===== config.mk =====
export PLATFORM = sky130hd
export DESIGN_NAME = fp_exception_status_capture
export DESIGN_NICKNAME = d
export VERILOG_FILES = /design/src/common/fp_exc_pkg.sv /design/src/hdl/instr_capture_reg.sv /design/src/hdl/fp_exception_status_capture.sv
export SDC_FILE = /design/constraint.sdc
export NUM_CORES = 1
export LEC_CHECK = 0
export ABC_CLOCK_PERIOD_IN_PS = 1800
export BUFFER_PORTS_ARGS = -buffer_cell sky130_fd_sc_hd__buf_4
export CAP_MARGIN = 20
export CORE_AREA = 5 5 155 157
export DETAILED_ROUTE_END_ITERATION = 6
export DIE_AREA = 0 0 160 162
export GPL_TIMING_DRIVEN = 0
export PLACE_DENSITY_LB_ADDON = 0.2
export SYNTH_ARGS = -nofsm -noshare
export SYNTH_HDL_FRONTEND = slang
export SYNTH_SLANG_ARGS = --single-unit

===== constraint.sdc =====
create_clock -name clk_i -period 1.8 [get_ports clk_i]
set_input_delay 0 -clock clk_i [delete_from_list [all_inputs] [get_ports clk_i]]
set_output_delay 0 -clock clk_i [all_outputs]
set_load 0.03 [all_outputs]

===== src/common/fp_exc_pkg.sv =====
// Shared constants for the floating-point exception capture block.
`default_nettype none

package fp_exc_pkg;

	// ==========================================================
	// Widths
	localparam int WORD_W = 32;
	localparam int SEL_W = 4;
	localparam int ITERS_W = 3;
	localparam int REGNUM_W = 5;

	// ==========================================================
	// System register selectors used by the privileged moves
	localparam logic [SEL_W-1:0] SEL_STATUS = 4'h8;
	localparam logic [SEL_W-1:0] SEL_EXC_INSTR = 4'h9;
	localparam logic [SEL_W-1:0] SEL_SECOND_INSTR = 4'hA;
	localparam logic [SEL_W-1:0] SEL_IDENT = 4'h0;

	// ==========================================================
	// Instruction word fields
	localparam int COND_HI = 31;
	localparam int COND_LO = 28;
	localparam logic [3:0] COND_ALWAYS = 4'hE;
	localparam int FD_HI = 15;
	localparam int FD_LO = 12;
	localparam int D_BIT = 22;
	localparam int FN_HI = 19;
	localparam int FN_LO = 16;
	localparam int N_BIT = 7;
	localparam int FM_HI = 3;
	localparam int FM_LO = 0;
	localparam int M_BIT = 5;

	// ==========================================================
	// Exception status word layout
	localparam int EXC_MODE_BIT = 31;
	localparam int ENABLE_BIT = 30;
	localparam int SECOND_VALID_BIT = 28;
	localparam int ITERS_HI = 10;
	localparam int ITERS_LO = 8;
	localparam int INPUT_INVALID_BIT = 7;
	localparam int UNDERFLOW_BIT = 3;
	localparam int OVERFLOW_BIT = 2;
	localparam int PRESERVE_BIT = 1;
	localparam int INVALID_OP_BIT = 0;
	localparam logic [WORD_W-1:0] STATUS_RW_MASK = 32'hD000078F;
	localparam logic [ITERS_W-1:0] ITERS_ZERO_CODE = 3'h7;
	localparam logic [ITERS_W-1:0] ITERS_ONE = 3'h1;

	// ==========================================================
	// Reset values
	localparam logic [WORD_W-1:0] STATUS_RESET = 32'h00000000;
	localparam logic [WORD_W-1:0] INSTR_RESET = 32'h00000000;

endpackage : fp_exc_pkg

`default_nettype wire


===== src/hdl/instr_capture_reg.sv =====
// Instruction capture register that forces the always-execute condition on hardware capture; software restores are stored unchanged.
`timescale 1ns/1ps
`default_nettype none

module instr_capture_reg
	import fp_exc_pkg::*;
#(
	parameter int W = WORD_W
)
(
	// Clock and reset
	input wire logic clk_i,
	input wire logic rst_i,
	// Hardware capture
	input wire logic capture_i,
	input wire logic [W-1:0] capture_word_i,
	// Software restore
	input wire logic sw_wr_i,
	input wire logic [W-1:0] sw_wdata_i,
	// Stored word
	output logic [W-1:0] word_o
);

	logic [W-1:0] word_reg;
	logic [W-1:0] word_next;

	// ==========================================================
	// Next value: a capture wins over a software restore.
	always_comb
	begin
		word_next = word_reg;
		if (capture_i)
		begin
			word_next = capture_word_i;
			word_next[COND_HI:COND_LO] = COND_ALWAYS;
		end
		else if (sw_wr_i)
		begin
			word_next = sw_wdata_i;
		end
	end

	// Register the stored word.
	always_ff @(posedge clk_i)
	begin
		if (rst_i)
			word_reg <= INSTR_RESET[W-1:0];
		else
			word_reg <= word_next;
	end

	assign word_o = word_reg;

endmodule : instr_capture_reg

`default_nettype wire


===== src/hdl/fp_exception_status_capture.sv =====
// Exception capture and status word logic of the floating-point coprocessor.
`timescale 1ns/1ps
`default_nettype none

// Summary of operation
// - Capture exceptional instruction word on bounce.
// - Capture acknowledged unretired instruction as second.
// - Exceptional word condition bits forced always.
// - Vector register fields name first exceptional iteration.
// - Second word unchanged except condition forced.
// - Privileged status moves never undefined, even disabled.
// - Bounce records condition in status word.
// - Underflow flag set when flush-to-zero off.
// - Input invalid on subnormal operand with flush-to-zero off, or NaN operand with default NaN off.
// - Overflow/invalid bounce only when trap enabled.
// - Overflow flag needs enable, no fast mode.
// - Invalid flag needs enable, no fast mode.
// - Exception mode bounces all but moves to selectors eight to ten and privileged ident moves.
// - Enable bit, default disabled.
// - Second valid bit tracks second register.
// - Iteration field reports remaining iterations.
// - Field encodes count minus one, seven zero.
// - Selectors eight, nine, ten; privileged only.
module fp_exception_status_capture
	import fp_exc_pkg::*;
(
	// Clock and reset
	input wire logic clk_i,
	input wire logic rst_i,
	// Issued data-processing instruction and first-stage findings
	input wire logic instr_valid_i,
	input wire logic [WORD_W-1:0] instr_word_i,
	input wire logic op_subnormal_i,
	input wire logic op_nan_i,
	input wire logic pot_underflow_i,
	input wire logic pot_overflow_i,
	input wire logic pot_invalid_i,
	// Short-vector rewrite of the exceptional instruction
	input wire logic rewrite_dest_i,
	input wire logic rewrite_srcn_i,
	input wire logic rewrite_srcm_i,
	input wire logic [REGNUM_W-1:0] iter_dest_reg_i,
	input wire logic [REGNUM_W-1:0] iter_srcn_reg_i,
	input wire logic [REGNUM_W-1:0] iter_srcm_reg_i,
	input wire logic [ITERS_W-1:0] iters_left_i,
	// Earlier acknowledged instruction not yet retired
	input wire logic second_valid_i,
	input wire logic [WORD_W-1:0] second_word_i,
	// Mode bits from the user status/control register
	input wire logic flush_to_zero_mode_i,
	input wire logic default_nan_mode_i,
	input wire logic overflow_trap_enable_i,
	input wire logic invalid_trap_enable_i,
	input wire logic fast_mode_i,
	// System register moves
	input wire logic sysreg_valid_i,
	input wire logic sysreg_write_i,
	input wire logic privileged_i,
	input wire logic [SEL_W-1:0] sysreg_sel_i,
	input wire logic [WORD_W-1:0] sysreg_wdata_i,
	// Answers to the core
	output logic bounce_out_o,
	output logic undef_o,
	output logic [WORD_W-1:0] sysreg_rdata_o,
	output logic sysreg_rdata_valid_o,
	// Status seen by the rest of the unit
	output logic unit_enable_o,
	output logic exception_mode_o
);

	// ==========================================================
	// Declarations
	logic [WORD_W-1:0] status_reg;
	logic [WORD_W-1:0] status_next;
	logic bounce_reg;
	logic bounce_next;
	logic undef_reg;
	logic undef_next;
	logic [WORD_W-1:0] rdata_reg;
	logic [WORD_W-1:0] rdata_next;
	logic rvalid_reg;
	logic rvalid_next;
	logic [WORD_W-1:0] exc_instr_word;
	logic [WORD_W-1:0] second_instr_word;
	logic [WORD_W-1:0] exc_capture_word;
	logic our_sel;
	logic exempt_move;
	logic bad_priv_move;
	logic other_req;
	logic in_invalid_c;
	logic underflow_c;
	logic overflow_c;
	logic invalid_op_c;
	logic capture;
	logic capture_second;
	logic wr_exc_instr;
	logic wr_second_instr;

	// Encode remaining iterations: count minus one, and zero as all ones.
	function automatic logic [ITERS_W-1:0] encode_iters(input logic [ITERS_W-1:0] left);
		encode_iters = (left == '0) ? ITERS_ZERO_CODE : left - ITERS_ONE;
	endfunction : encode_iters

	// ==========================================================
	// Request classification
	// selector decode, privilege
	assign our_sel = (sysreg_sel_i == SEL_STATUS) || (sysreg_sel_i == SEL_EXC_INSTR)
		|| (sysreg_sel_i == SEL_SECOND_INSTR);
	assign exempt_move = sysreg_valid_i && privileged_i && (our_sel || (sysreg_sel_i == SEL_IDENT));
	assign bad_priv_move = sysreg_valid_i && !privileged_i && our_sel;
	assign other_req = sysreg_valid_i && !exempt_move && !bad_priv_move;

	// Exception conditions from the first pipeline stage.
	// input invalid terms
	assign in_invalid_c = (op_subnormal_i && !flush_to_zero_mode_i) || (op_nan_i && !default_nan_mode_i);
	assign underflow_c = pot_underflow_i && !flush_to_zero_mode_i;
	assign overflow_c = pot_overflow_i && overflow_trap_enable_i && !fast_mode_i;
	assign invalid_op_c = pot_invalid_i && invalid_trap_enable_i && !fast_mode_i;

	// A capture happens only for an enabled, non-exceptional-mode data instruction.
	assign capture = instr_valid_i && !exempt_move && !bad_priv_move && !status_reg[EXC_MODE_BIT]
		&& status_reg[ENABLE_BIT] && (in_invalid_c || underflow_c || overflow_c || invalid_op_c);
	assign capture_second = capture && second_valid_i;

	// Software restores of the captured words.
	assign wr_exc_instr = exempt_move && sysreg_write_i && (sysreg_sel_i == SEL_EXC_INSTR);
	assign wr_second_instr = exempt_move && sysreg_write_i && (sysreg_sel_i == SEL_SECOND_INSTR);

	// ==========================================================
	// Exceptional instruction rewrite for short vectors
	always_comb
	begin
		exc_capture_word = instr_word_i;
		if (rewrite_dest_i)
		begin
			exc_capture_word[FD_HI:FD_LO] = iter_dest_reg_i[REGNUM_W-1:1];
			exc_capture_word[D_BIT] = iter_dest_reg_i[0];
		end
		if (rewrite_srcn_i)
		begin
			exc_capture_word[FN_HI:FN_LO] = iter_srcn_reg_i[REGNUM_W-1:1];
			exc_capture_word[N_BIT] = iter_srcn_reg_i[0];
		end
		if (rewrite_srcm_i)
		begin
			exc_capture_word[FM_HI:FM_LO] = iter_srcm_reg_i[REGNUM_W-1:1];
			exc_capture_word[M_BIT] = iter_srcm_reg_i[0];
		end
	end

	// ==========================================================
	// Captured instruction registers
	// exceptional word capture
	instr_capture_reg #(
		.W(WORD_W)
	) u_exc_instr (
		.clk_i(clk_i),
		.rst_i(rst_i),
		.capture_i(capture),
		.capture_word_i(exc_capture_word),
		.sw_wr_i(wr_exc_instr),
		.sw_wdata_i(sysreg_wdata_i),
		.word_o(exc_instr_word)
	);

	instr_capture_reg #(
		.W(WORD_W)
	) u_second_instr (
		.clk_i(clk_i),
		.rst_i(rst_i),
		.capture_i(capture_second),
		.capture_word_i(second_word_i),
		.sw_wr_i(wr_second_instr),
		.sw_wdata_i(sysreg_wdata_i),
		.word_o(second_instr_word)
	);

	// ==========================================================
	// Status word, answers and read data
	always_comb
	begin
		status_next = status_reg;
		bounce_next = 1'b0;
		undef_next = 1'b0;
		rdata_next = rdata_reg;
		rvalid_next = 1'b0;
		if (exempt_move)
		begin
			if (sysreg_write_i)
			begin
				if (sysreg_sel_i == SEL_STATUS)
				begin
					status_next = sysreg_wdata_i & STATUS_RW_MASK;
				end
			end
			else
			begin
				rvalid_next = 1'b1;
				unique case (sysreg_sel_i)
					SEL_STATUS: rdata_next = status_reg;
					SEL_EXC_INSTR: rdata_next = exc_instr_word;
					SEL_SECOND_INSTR: rdata_next = second_instr_word;
					default: rdata_next = '0;
				endcase
			end
		end
		else if (bad_priv_move)
		begin
			undef_next = 1'b1;
		end
		else if (instr_valid_i || other_req)
		begin
			if (status_reg[EXC_MODE_BIT])
			begin
				bounce_next = 1'b1;
			end
			else if (!status_reg[ENABLE_BIT])
			begin
				undef_next = 1'b1;
			end
			else if (capture)
			begin
				bounce_next = 1'b1;
				status_next[EXC_MODE_BIT] = 1'b1;
				status_next[INPUT_INVALID_BIT] = in_invalid_c;
				status_next[UNDERFLOW_BIT] = underflow_c;
				status_next[OVERFLOW_BIT] = overflow_c;
				status_next[INVALID_OP_BIT] = invalid_op_c;
				status_next[SECOND_VALID_BIT] = second_valid_i;
				status_next[ITERS_HI:ITERS_LO] = encode_iters(iters_left_i);
			end
		end
	end

	// Register status, answers and read data.
	always_ff @(posedge clk_i)
	begin
		if (rst_i)
		begin
			status_reg <= STATUS_RESET;
			bounce_reg <= 1'b0;
			undef_reg <= 1'b0;
			rdata_reg <= '0;
			rvalid_reg <= 1'b0;
		end
		else
		begin
			status_reg <= status_next;
			bounce_reg <= bounce_next;
			undef_reg <= undef_next;
			rdata_reg <= rdata_next;
			rvalid_reg <= rvalid_next;
		end
	end

	// Outputs straight from flip-flops.
	assign bounce_out_o = bounce_reg;
	assign undef_o = undef_reg;
	assign sysreg_rdata_o = rdata_reg;
	assign sysreg_rdata_valid_o = rvalid_reg;
	assign unit_enable_o = status_reg[ENABLE_BIT];
	assign exception_mode_o = status_reg[EXC_MODE_BIT];
endmodule : fp_exception_status_capture

`default_nettype wire


### Word-level counts from Yosys, hierarchy flattened

Index checks and enable logic that the tools add are counted.

| word-level totals | value |
|---|---|
| output and inout bits | 37 |
| logic and storage cells | 124 |
| bits of input ports | 138 |
| register bits | 110 |

| cells by class | value |
|---|---|
| multiplexer cells | 49 |
| add/subtract/negate cells | 1 |
| bitwise operators | 3 |
| reduce and logical (&&, ||, !) cells | 53 |
| eq/ne operators | 7 |

Operator list:

| cell | count |
|---|---|
| two-way mux 32 bit | 6 |
| case mux 32 bit (3 select lines) | 1 |
| two-way mux 4 bit | 9 |
| two-way mux 1 bit | 26 |
| logical AND 1 bit | 22 |
| equality test 4 bit (second input constant) | 3 |
| two-way mux 2 bit | 6 |
| nonzero test 2 bit | 5 |
| logical OR 1 bit | 8 |
| OR reduction 2 bit | 4 |
| zero test 1 bit | 7 |
| AND reduction 7 bit | 1 |
| zero test 4 bit | 1 |
| inequality test 2 x 1 -> 1 bit (second input constant) | 2 |
| inequality test 2 bit (second input constant) | 2 |
| AND reduction 4 bit | 1 |
| OR reduction 4 bit | 1 |
| zero test 3 bit | 1 |
| two-way mux 3 bit | 1 |
| NOT 1 bit | 3 |
| AND reduction 3 bit | 1 |
| subtractor 3 x 1 -> 3 bit (second input constant) | 1 |
| AND reduction 2 bit | 1 |

### Depth between registers and ports, before layout

Gate-level depths: netlist of the first run.

| depth | value |
|---|---|
| word-level depth | 17 |
| mapped depth | 9 |
| gate-level depth less buffers | 6 |

### Modules after synthesis

Synthesis of the first run repeated with hierarchy kept, for this count alone.

| second synthesis, totals | value |
|---|---|
| cells, all modules | 576 |
| area, all modules | 5,576.6 µm² |

By module, submodules not included:

| module | area an instance (µm²) | sequential area each (µm²) | times used | cells each |
|---|---|---|---|---|
| instr_capture_reg | 1,505.2 | 640.6 | 2 | 138 |
| fp_exception_status_capture | 2,566.2 | 920.9 | 1 | 300 |

### Worst setup path after synthesis of the first run

No wires, ideal clock.

| path | value |
|---|---|
| path type | reg-to-reg |
| start | reg status_reg[30] |
| end | reg u_exc_instr.word_reg[5], in the netlist u_exc_instr.word_o[5] |
| stages on the path, launching flop included | 7 |
| data arrival time | 1.692 ns |
| data required time | 1.663 ns |
| clock period less this slack | 1.829 ns |
| path slack | -0.029 ns |
| library setup time | 0.137 ns |
| path buffers | 2 |
| cells stage by stage | dfxtp_1 nand3b_1 or2_1 buf_2 clkbuf_1 a2111oi_0 a211oi_1 |

| on the way | value |
|---|---|
| longest elaborated chain between the ends | 3 |
| elaborated cells between the ends (all ways) | 4 |
| classes of those cells | mux (1); reduce/logical (3) |

Ends and longest elaborated chain:

| what | RTL line | source |
|---|---|---|
| start, declared | fp_exception_status_capture.sv:73 | `logic [WORD_W-1:0] status_reg;` |
| start signal, assigned | fp_exception_status_capture.sv:248 | `status_reg <= status_next;` |
| logical AND 1 bit * (2 in series) | fp_exception_status_capture.sv:122 | `&& status_reg[ENABLE_BIT] && (in_invalid_c \|\| underflow_c \|\| overflow_c \|\| invalid_op_c);` |
| two-way mux 32 bit or nonzero test 2 bit (tied branches) | -- |  |
| end signal, assigned | instr_capture_reg.sv:47 | `word_reg <= INSTR_RESET[W-1:0];` |
| end signal, assigned | instr_capture_reg.sv:49 | `word_reg <= word_next;` |
| end, declared | instr_capture_reg.sv:24 | `logic [W-1:0] word_reg;` |

Every way passes the cells marked *; elsewhere a longest branch is shown, timed or not.
A chain may end at the register's enable or synchronous reset.

### Worst setup path in the final report of the first run

| path | value |
|---|---|
| start | reg status_reg[31] |
| end | reg u_exc_instr.word_reg[19], in the netlist u_exc_instr.word_o[19] |

| on the way | value |
|---|---|
| longest elaborated chain between the ends | 5 |
| elaborated cells between the ends (all ways) | 6 |
| classes of those cells | mux (1); reduce/logical (5) |

Ends and longest elaborated chain:

| what | RTL line | source |
|---|---|---|
| zero test 1 bit * | fp_exception_status_capture.sv:121 | `assign capture = instr_valid_i && !exempt_move && !bad_priv_move && !status_reg[EXC_MODE_BIT]` |
| logical AND 1 bit * | fp_exception_status_capture.sv:121 |  |
| logical AND 1 bit * (2 in series) | fp_exception_status_capture.sv:122 |  |
| two-way mux 32 bit or nonzero test 2 bit (tied branches) | -- |  |

Marks and branches as above.

==> flow_metrics.env, run 1 <==
export IMPL_cts_tree="yes"
export IMPL_clkSlewWorstSetupHoldPaths_ns=0.07
export IMPL_routed_via_density=5.29
export IMPL_drc_errors=0
export IMPL_clock_tree_root_cell="clkbuf_16"
export IMPL_yosysMostFrequentCell="dfxtp_1"
export IMPL_grt_pass1_vias=6141
export IMPL_clock_latency_of_the_later_clocked_register_in_the_worst_skew_pair_ns=0.36
export IMPL_irDropWorstVdd_v=0.000445
export IMPL_synthesis_instances=600
export IMPL_combined_global_route_utilization_of_all_metal_layers=0.188
export IMPL_cts_htree_levels=3
export IMPL_p_leak_nw=2.97
export IMPL_grt_max_degree=17
export IMPL_synth_edf_count=0
export IMPL_core_area_um2=22400
export IMPL_postSynthRegisterBits=110
export IMPL_period_share=1.00
export IMPL_yosys_area_top_type="dfxtp_1"
export IMPL_grt_overflow_total=0
export IMPL_timing_slew_headroom=0.509
export IMPL_setup_worst_path_class="reg -> reg"
export IMPL_die_height_um=162
export IMPL_crit_path_start_kind="flip-flop"
export IMPL_antennaDiodeCount=0
export IMPL_grt_setup_unrepaired="true"
export IMPL_outcome="finished with violations"
export IMPL_die_area_um2=25900
export IMPL_cellPowerDensity_nw_per_um2=627
export IMPL_crit_path_max_fanout=5
export IMPL_met3_length_um=1430
export IMPL_most_used_flip_flop_cell_after_synthesis="dfxtp_1"
export IMPL_placedCellCount=1049
export IMPL_ys_types=55
export IMPL_synth_cell_area_um2=5530
export IMPL_cts_max_path_buffers=2
export IMPL_tightest_slew_ns=0.736
export IMPL_floorplan_rows=55
export IMPL_hp_class="in -> reg"
export IMPL_top_layer_in_use="met5"
export IMPL_routed_wirelength_normalized_by_instance_count_um=23.0
export IMPL_arrival_ns=2.02
export IMPL_async_flop_share=0
export IMPL_period_minus_slack_ns=1.80
export IMPL_totalWireLength_um=25700
export IMPL_placement_setup_worst_slack_ns=-0.685
export IMPL_synth_top_area_share=0.398
export IMPL_vias_after_detailed_routing=5918
export IMPL_drive_gt1_frac=0.333
export IMPL_starting_density=0.247
export IMPL_timing_hold_violations_final=1
export IMPL_layout_area_overhead_vs_synth_pct=51.4
export IMPL_synth_yosys_seq_area_share=0.398
export IMPL_synthesis_nets=740
export IMPL_final_max_slew_viol_count=0
export IMPL_highest_clock_frequency_the_design_can_meet_mhz=556
export IMPL_drt_iter0_drc=466
export IMPL_synth_top_cells_by_area="dfxtp_1 (40%), a2bb2oi_1 (5.2%), mux2i_1 (4.7%)"
export IMPL_antenna_found_initial=1
export IMPL_routabilityCongestion=0.836
export IMPL_num_nets_final=970
export IMPL_cts_inserted_buffers=9
export IMPL_detail_route_first_pass_iterations=5
export IMPL_violated_checks="negative hold slack, negative setup slack"
export IMPL_cp_data_required_time_ns=2.02
export IMPL_cap_viol_max_count=0
export IMPL_finalSetupViolCount=1
export IMPL_post_synth_cell_area_avg_um2=9.22
export IMPL_clock_sinks=110
export IMPL_layout_setup_ws_ns=-0.0000444
export IMPL_numPortBuffers=164
export IMPL_grt_first_pass_wirelength_um=37500
export IMPL_synth_yosys_warnings=0
export IMPL_floorplan_die_width_um=160
export IMPL_final_hold_worst_slack_ns=-0.0113
export IMPL_crit_path_capture_type="flip-flop"
export IMPL_synth_top_cells_by_count="dfxtp_1 (110), nor2_1 (55), clkbuf_1 (38), a21oi_1 (35), a2bb2oi_1 (33)"
export IMPL_met1Wirelength_um=11300
export IMPL_clock_skew_ns=0.00628
export IMPL_finish_cell_count_without_fillers=1119
export IMPL_ant_nets=0
export IMPL_dr_wl_met2_um=12400
export IMPL_place_hpwl_um=18500
export IMPL_io_pin_count=175
[cell type report]
class | instances | area, um2
Clock buffer | 11 | 243
Timing Repair Buffer | 220 | 1780
Inverter | 9 | 33.8
Tap cell | 285 | 357
Sequential cell | 110 | 2210
Multi-Input combinational cell | 417 | 3320
Buffer | 63 | 389
Fill cell | 2297 | 14000
Clock inverter | 4 | 47.5
[worst max-delay path, stage by stage, from the launching register on]
cell	delay (ns)
dfxtp_4	0.36
nand3b_1	0.28
or2_4	0.33
buf_6	0.15
clkbuf_16	0.17
a2111oi_4	0.29
a211oi_2	0.07
[per-layer routing]
layer | track usage | up-vias
met3 | 0.0327 | 36
met5 | 0 | -
met4 | 0.0532 | 2
met1 | 0.248 | 2851
met2 | 0.318 | 223
li1 | - | 2806
[cell usage in the layout (no fill, tap or decap), types with 3 or more instances in the layout]
cell / instances
mux2i_1: 26
nand4_1: 4
and2_1: 17
a21oi_1: 35
o21ai_1: 4
a2bb2oi_1: 33
buf_2: 13
clkbuf_16: 11
buf_4: 180
buf_6: 9
dfxtp_1: 108
dlygate4sd3_1: 45
a222oi_1: 11
a2111oi_4: 13
a311oi_1: 9
nor2_1: 55
o21ai_0: 5
nor3_2: 6
a32oi_1: 22
o221a_2: 6
a211oi_1: 24
o211ai_1: 18
a41oi_1: 4
inv_1: 9
nand2_1: 16
a211oi_2: 8
a221oi_1: 4
nor2b_1: 20
nand2b_1: 3
clkbuf_1: 32
nor3_1: 11
a22oi_1: 22
[stage by stage]
stage / utilization / TNS, ns / power, mW / hold WS [ns] / cell area [um2]
floorplan: - / 0 / 2.74 / 0.140 / 5530
global placement: 0.318 / -23.81 / 3.12 / 0.247 / 7120
detailed placement: 0.318 / -21.95 / 3.12 / 0.266 / 7120
CTS: 0.363 / -0.00440 / 5.25 / 0.0000934 / 8130
global route: 0.374 / -0.485 / 5.40 / 0.00595 / 8370
finish: 0.374 / -0.0000444 / 5.25 / -0.0113 / 8370
[timing repair]
item                                    4_1_cts  5_1_grt
endpoints found under the setup margin       65       55
hold buffers                                 45        0
buffers inserted                              2        6
resized for setup                            54       45
endpoints found under the hold margin        50        0
gates cloned                                  0        3
pin swaps                                     4       13
[cell families (layout without fill, tap and decap cells)]
family                   count (synthesis)  in the layout  share of synthesized area
buffers and inverters                   73            307                     0.0634
AO/OA/AOI/OAI                          230            230                      0.335
AND/OR/NAND/NOR                        158            158                      0.150
multiplexers                            27             27                     0.0491
flip-flops                             110            110                      0.398
adder cells (fa/ha/maj)                  2              2                    0.00453
[worst paths after layout]
kind                                  to  slack, ns  cells after the start                from
setup / recovery  u_exc_instr.word_o[19]   -0.00004                      6      status_reg[31]
hold / removal    u_exc_instr.word_o[22]      -0.01                      3  iter_dest_reg_i[0]
setup reg to reg  u_exc_instr.word_o[19]   -0.00004                      6      status_reg[31]
hold reg to reg       sysreg_rdata_o[20]       0.49                      2  sysreg_rdata_o[20]
[power breakdown]
| part | switching [mW] | internal [mW] |
|---|---|---|
| Combinational | 0.397 | 0.352 |
| Clock | 0.945 | 1.11 |
| Sequential | 0.00736 | 2.44 |
| Total | 1.35 | 3.90 |
(Power assumes the default switching activity.)
==> run 2, diff against run 1 <==
--- a/config.mk
+++ b/config.mk
@@ -5,12 +5,11 @@
 export SDC_FILE = /design/constraint.sdc
 export NUM_CORES = 1
 export LEC_CHECK = 0
-export ABC_CLOCK_PERIOD_IN_PS = 1800
-export BUFFER_PORTS_ARGS = -buffer_cell sky130_fd_sc_hd__buf_4
 export CAP_MARGIN = 20
 export CORE_AREA = 5 5 155 157
 export DETAILED_ROUTE_END_ITERATION = 6
 export DIE_AREA = 0 0 160 162
+export DONT_BUFFER_PORTS = 1
 export GPL_TIMING_DRIVEN = 0
 export PLACE_DENSITY_LB_ADDON = 0.2
 export SYNTH_ARGS = -nofsm -noshare
==> flow_metrics.env, run 2 (synthesized netlist as in run 1, its figures left out) <==
export IMPL_num_nets_final=854
export IMPL_critical_path_cell_chain="nand3b_1, or2_1, buf_6, clkbuf_8, nor3_1, a311oi_2"
export IMPL_die_area_um2=25900
export IMPL_core_area_um2=22400
export IMPL_totalWireLength_um=25800
export IMPL_detail_route_first_pass_iterations=6
export IMPL_outcome="finished with violations"
export IMPL_drive_gt1_frac=0.160
export IMPL_crit_path_max_incr_delay_ns=0.41
export IMPL_cts_htree_levels=3
export IMPL_cpLargestDelayFamily="simple AND/OR/NAND/NOR gates"
export IMPL_cts_inserted_buffers=9
export IMPL_final_common_cell="dfxtp_1"
export IMPL_combined_global_route_utilization_of_all_metal_layers=0.191
export IMPL_grt_pass1_vias=5989
export IMPL_crit_path_start_kind="flip-flop"
export IMPL_critPathBufInv=2
export IMPL_numPortBuffers=0
export IMPL_io_pin_count=175
export IMPL_power_share_sequential=0.461
export IMPL_postLayoutCellArea_um2=7710
export IMPL_timing_hold_violations_final=2
export IMPL_layout_setup_ws_ns=-0.0164
export IMPL_period_minus_slack_ns=1.82
export IMPL_grt_setup_unrepaired="true"
export IMPL_clock_skew_ns=0.00715
export IMPL_cellPowerDensity_nw_per_um2=689
export IMPL_cp_data_required_time_ns=2.01
export IMPL_clock_tree_root_cell="clkbuf_16"
export IMPL_cap_viol_max_count=0
export IMPL_final_hold_worst_slack_ns=-0.00694
export IMPL_drt_iter0_drc=508
export IMPL_floorplan_die_width_um=160
export IMPL_grt_first_pass_wirelength_um=37500
export IMPL_slowest_stage="dfxtp_4"
export IMPL_crit_path_max_fanout=10
export IMPL_p_sw_frac=0.244
export IMPL_clock_sinks=110
export IMPL_finalSetupViolCount=3
export IMPL_p_leak_nw=2.38
export IMPL_crit_path_capture_type="flip-flop"
export IMPL_arrival_ns=2.03
export IMPL_place_hpwl_um=18500
export IMPL_final_max_slew_viol_count=0
export IMPL_clkSlewWorstSetupHoldPaths_ns=0.07
export IMPL_clock_latency_of_the_later_clocked_register_in_the_worst_skew_pair_ns=0.36
export IMPL_starting_density=0.247
export IMPL_cts_max_path_buffers=2
export IMPL_vias_after_detailed_routing=5711
export IMPL_power_share_combinational=0.111
export IMPL_grt_max_degree=17
export IMPL_timing_slew_headroom=0.477
export IMPL_cts_tree="yes"
export IMPL_tightest_slew_ns=0.784
export IMPL_dpl_instance_area_um2=5890
export IMPL_layout_area_overhead_vs_synth_pct=39.5
export IMPL_routed_via_density=5.68
export IMPL_power_share_clock=0.428
export IMPL_drc_errors=0
export IMPL_grt_overflow_total=0
export IMPL_net_switching_power_mw=1.30
export IMPL_setup_reg_to_reg_worst_slack_ns=-0.02
export IMPL_antenna_found_initial=2
export IMPL_layout_core_utilization=0.345
export IMPL_routabilityCongestion=0.819
export IMPL_power_report_internal_total_mw=4.02
export IMPL_floorplan_rows=55
export IMPL_highest_clock_frequency_the_design_can_meet_mhz=551
export IMPL_total_power_draw_mw=5.32
export IMPL_die_height_um=162
export IMPL_hp_class="in -> reg"
export IMPL_violated_checks="negative hold slack, negative setup slack"
export IMPL_irDropWorstVdd_v=0.000442
export IMPL_routed_wirelength_normalized_by_instance_count_um=25.6
export IMPL_ant_nets=0
export IMPL_period_share=1.01
export IMPL_layout_common_cells="dfxtp_1 (108), dlygate4sd3_1 (92), nor2_1 (55), a21oi_1 (35), a2bb2oi_1 (33)"
export IMPL_setup_worst_path_class="reg -> reg"
run 2: cell type report:
class | count | area (um2)
fillers | 2249 | 14700
multi-input cells | 417 | 3330
flip-flops and latches | 110 | 2210
repair buffers | 104 | 1050
plain buffers | 63 | 392
well taps | 285 | 357
clock buffers | 13 | 270
clock inverters | 3 | 65.1
inverters | 9 | 33.8
diodes | 2 | 5.00
run 2: layer usage:
layer / up-vias / part of all wire / global-route usage / wire length, um
li1: 2567 / - / - / -
met1: 2790 / 0.40 / 0.234 / 10400
met2: 295 / 0.48 / 0.315 / 12300
met3: 59 / 0.078 / 0.0431 / 2010
met4: 0 / 0.041 / 0.0982 / 1050
met5: - / 0 / 0 / 0
run 2: metrics by stage:
stage,TNS (ns),instances,worst slack (ns)
after global placement,-30.76,885,-0.948
final,-0.0260,1006,-0.0164
after floorplan,0,600,0.0145
after CTS,-0.0345,998,-0.0184
after detailed placement,-33.23,885,-0.939
after global routing,-0.649,1006,-0.0558
run 2: worst paths after layout:
check | to | cells past startpoint | startpoint
max | u_second_instr.word_o[18] | 6 | status_reg[31]
min | u_exc_instr.word_o[15] | 3 | rewrite_dest_i
min reg2reg | u_second_instr.word_o[22] | 2 | u_second_instr.word_o[22]
max reg2reg | u_second_instr.word_o[18] | 6 | status_reg[31]
run 2: what timing repair did:
action,CTS,global route
gates resized for setup,62,31
setup buffers,4,6
endpoints found under the hold margin,76,0
hold buffers,92,0
pin swaps,5,11
gates cloned,1,1
setup endpoints to repair,70,53
run 2: tightest hold or removal path, stage by stage:
cell	delay [ns]
nor2b_1	0.04
a2111oi_4	0.19
a211oi_1	0.07
run 2: power groups by stage:
stage / logic (mW) / registers, mW / clock network (mW)
2_1_floorplan: 0.229 / 2.51 / 0
3_3_place_gp: 0.333 / 2.51 / 0
3_5_place_dp: 0.337 / 2.51 / 0
4_1_cts: 0.565 / 2.45 / 2.30
5_1_grt: 0.621 / 2.45 / 2.39
6_report: 0.590 / 2.45 / 2.28
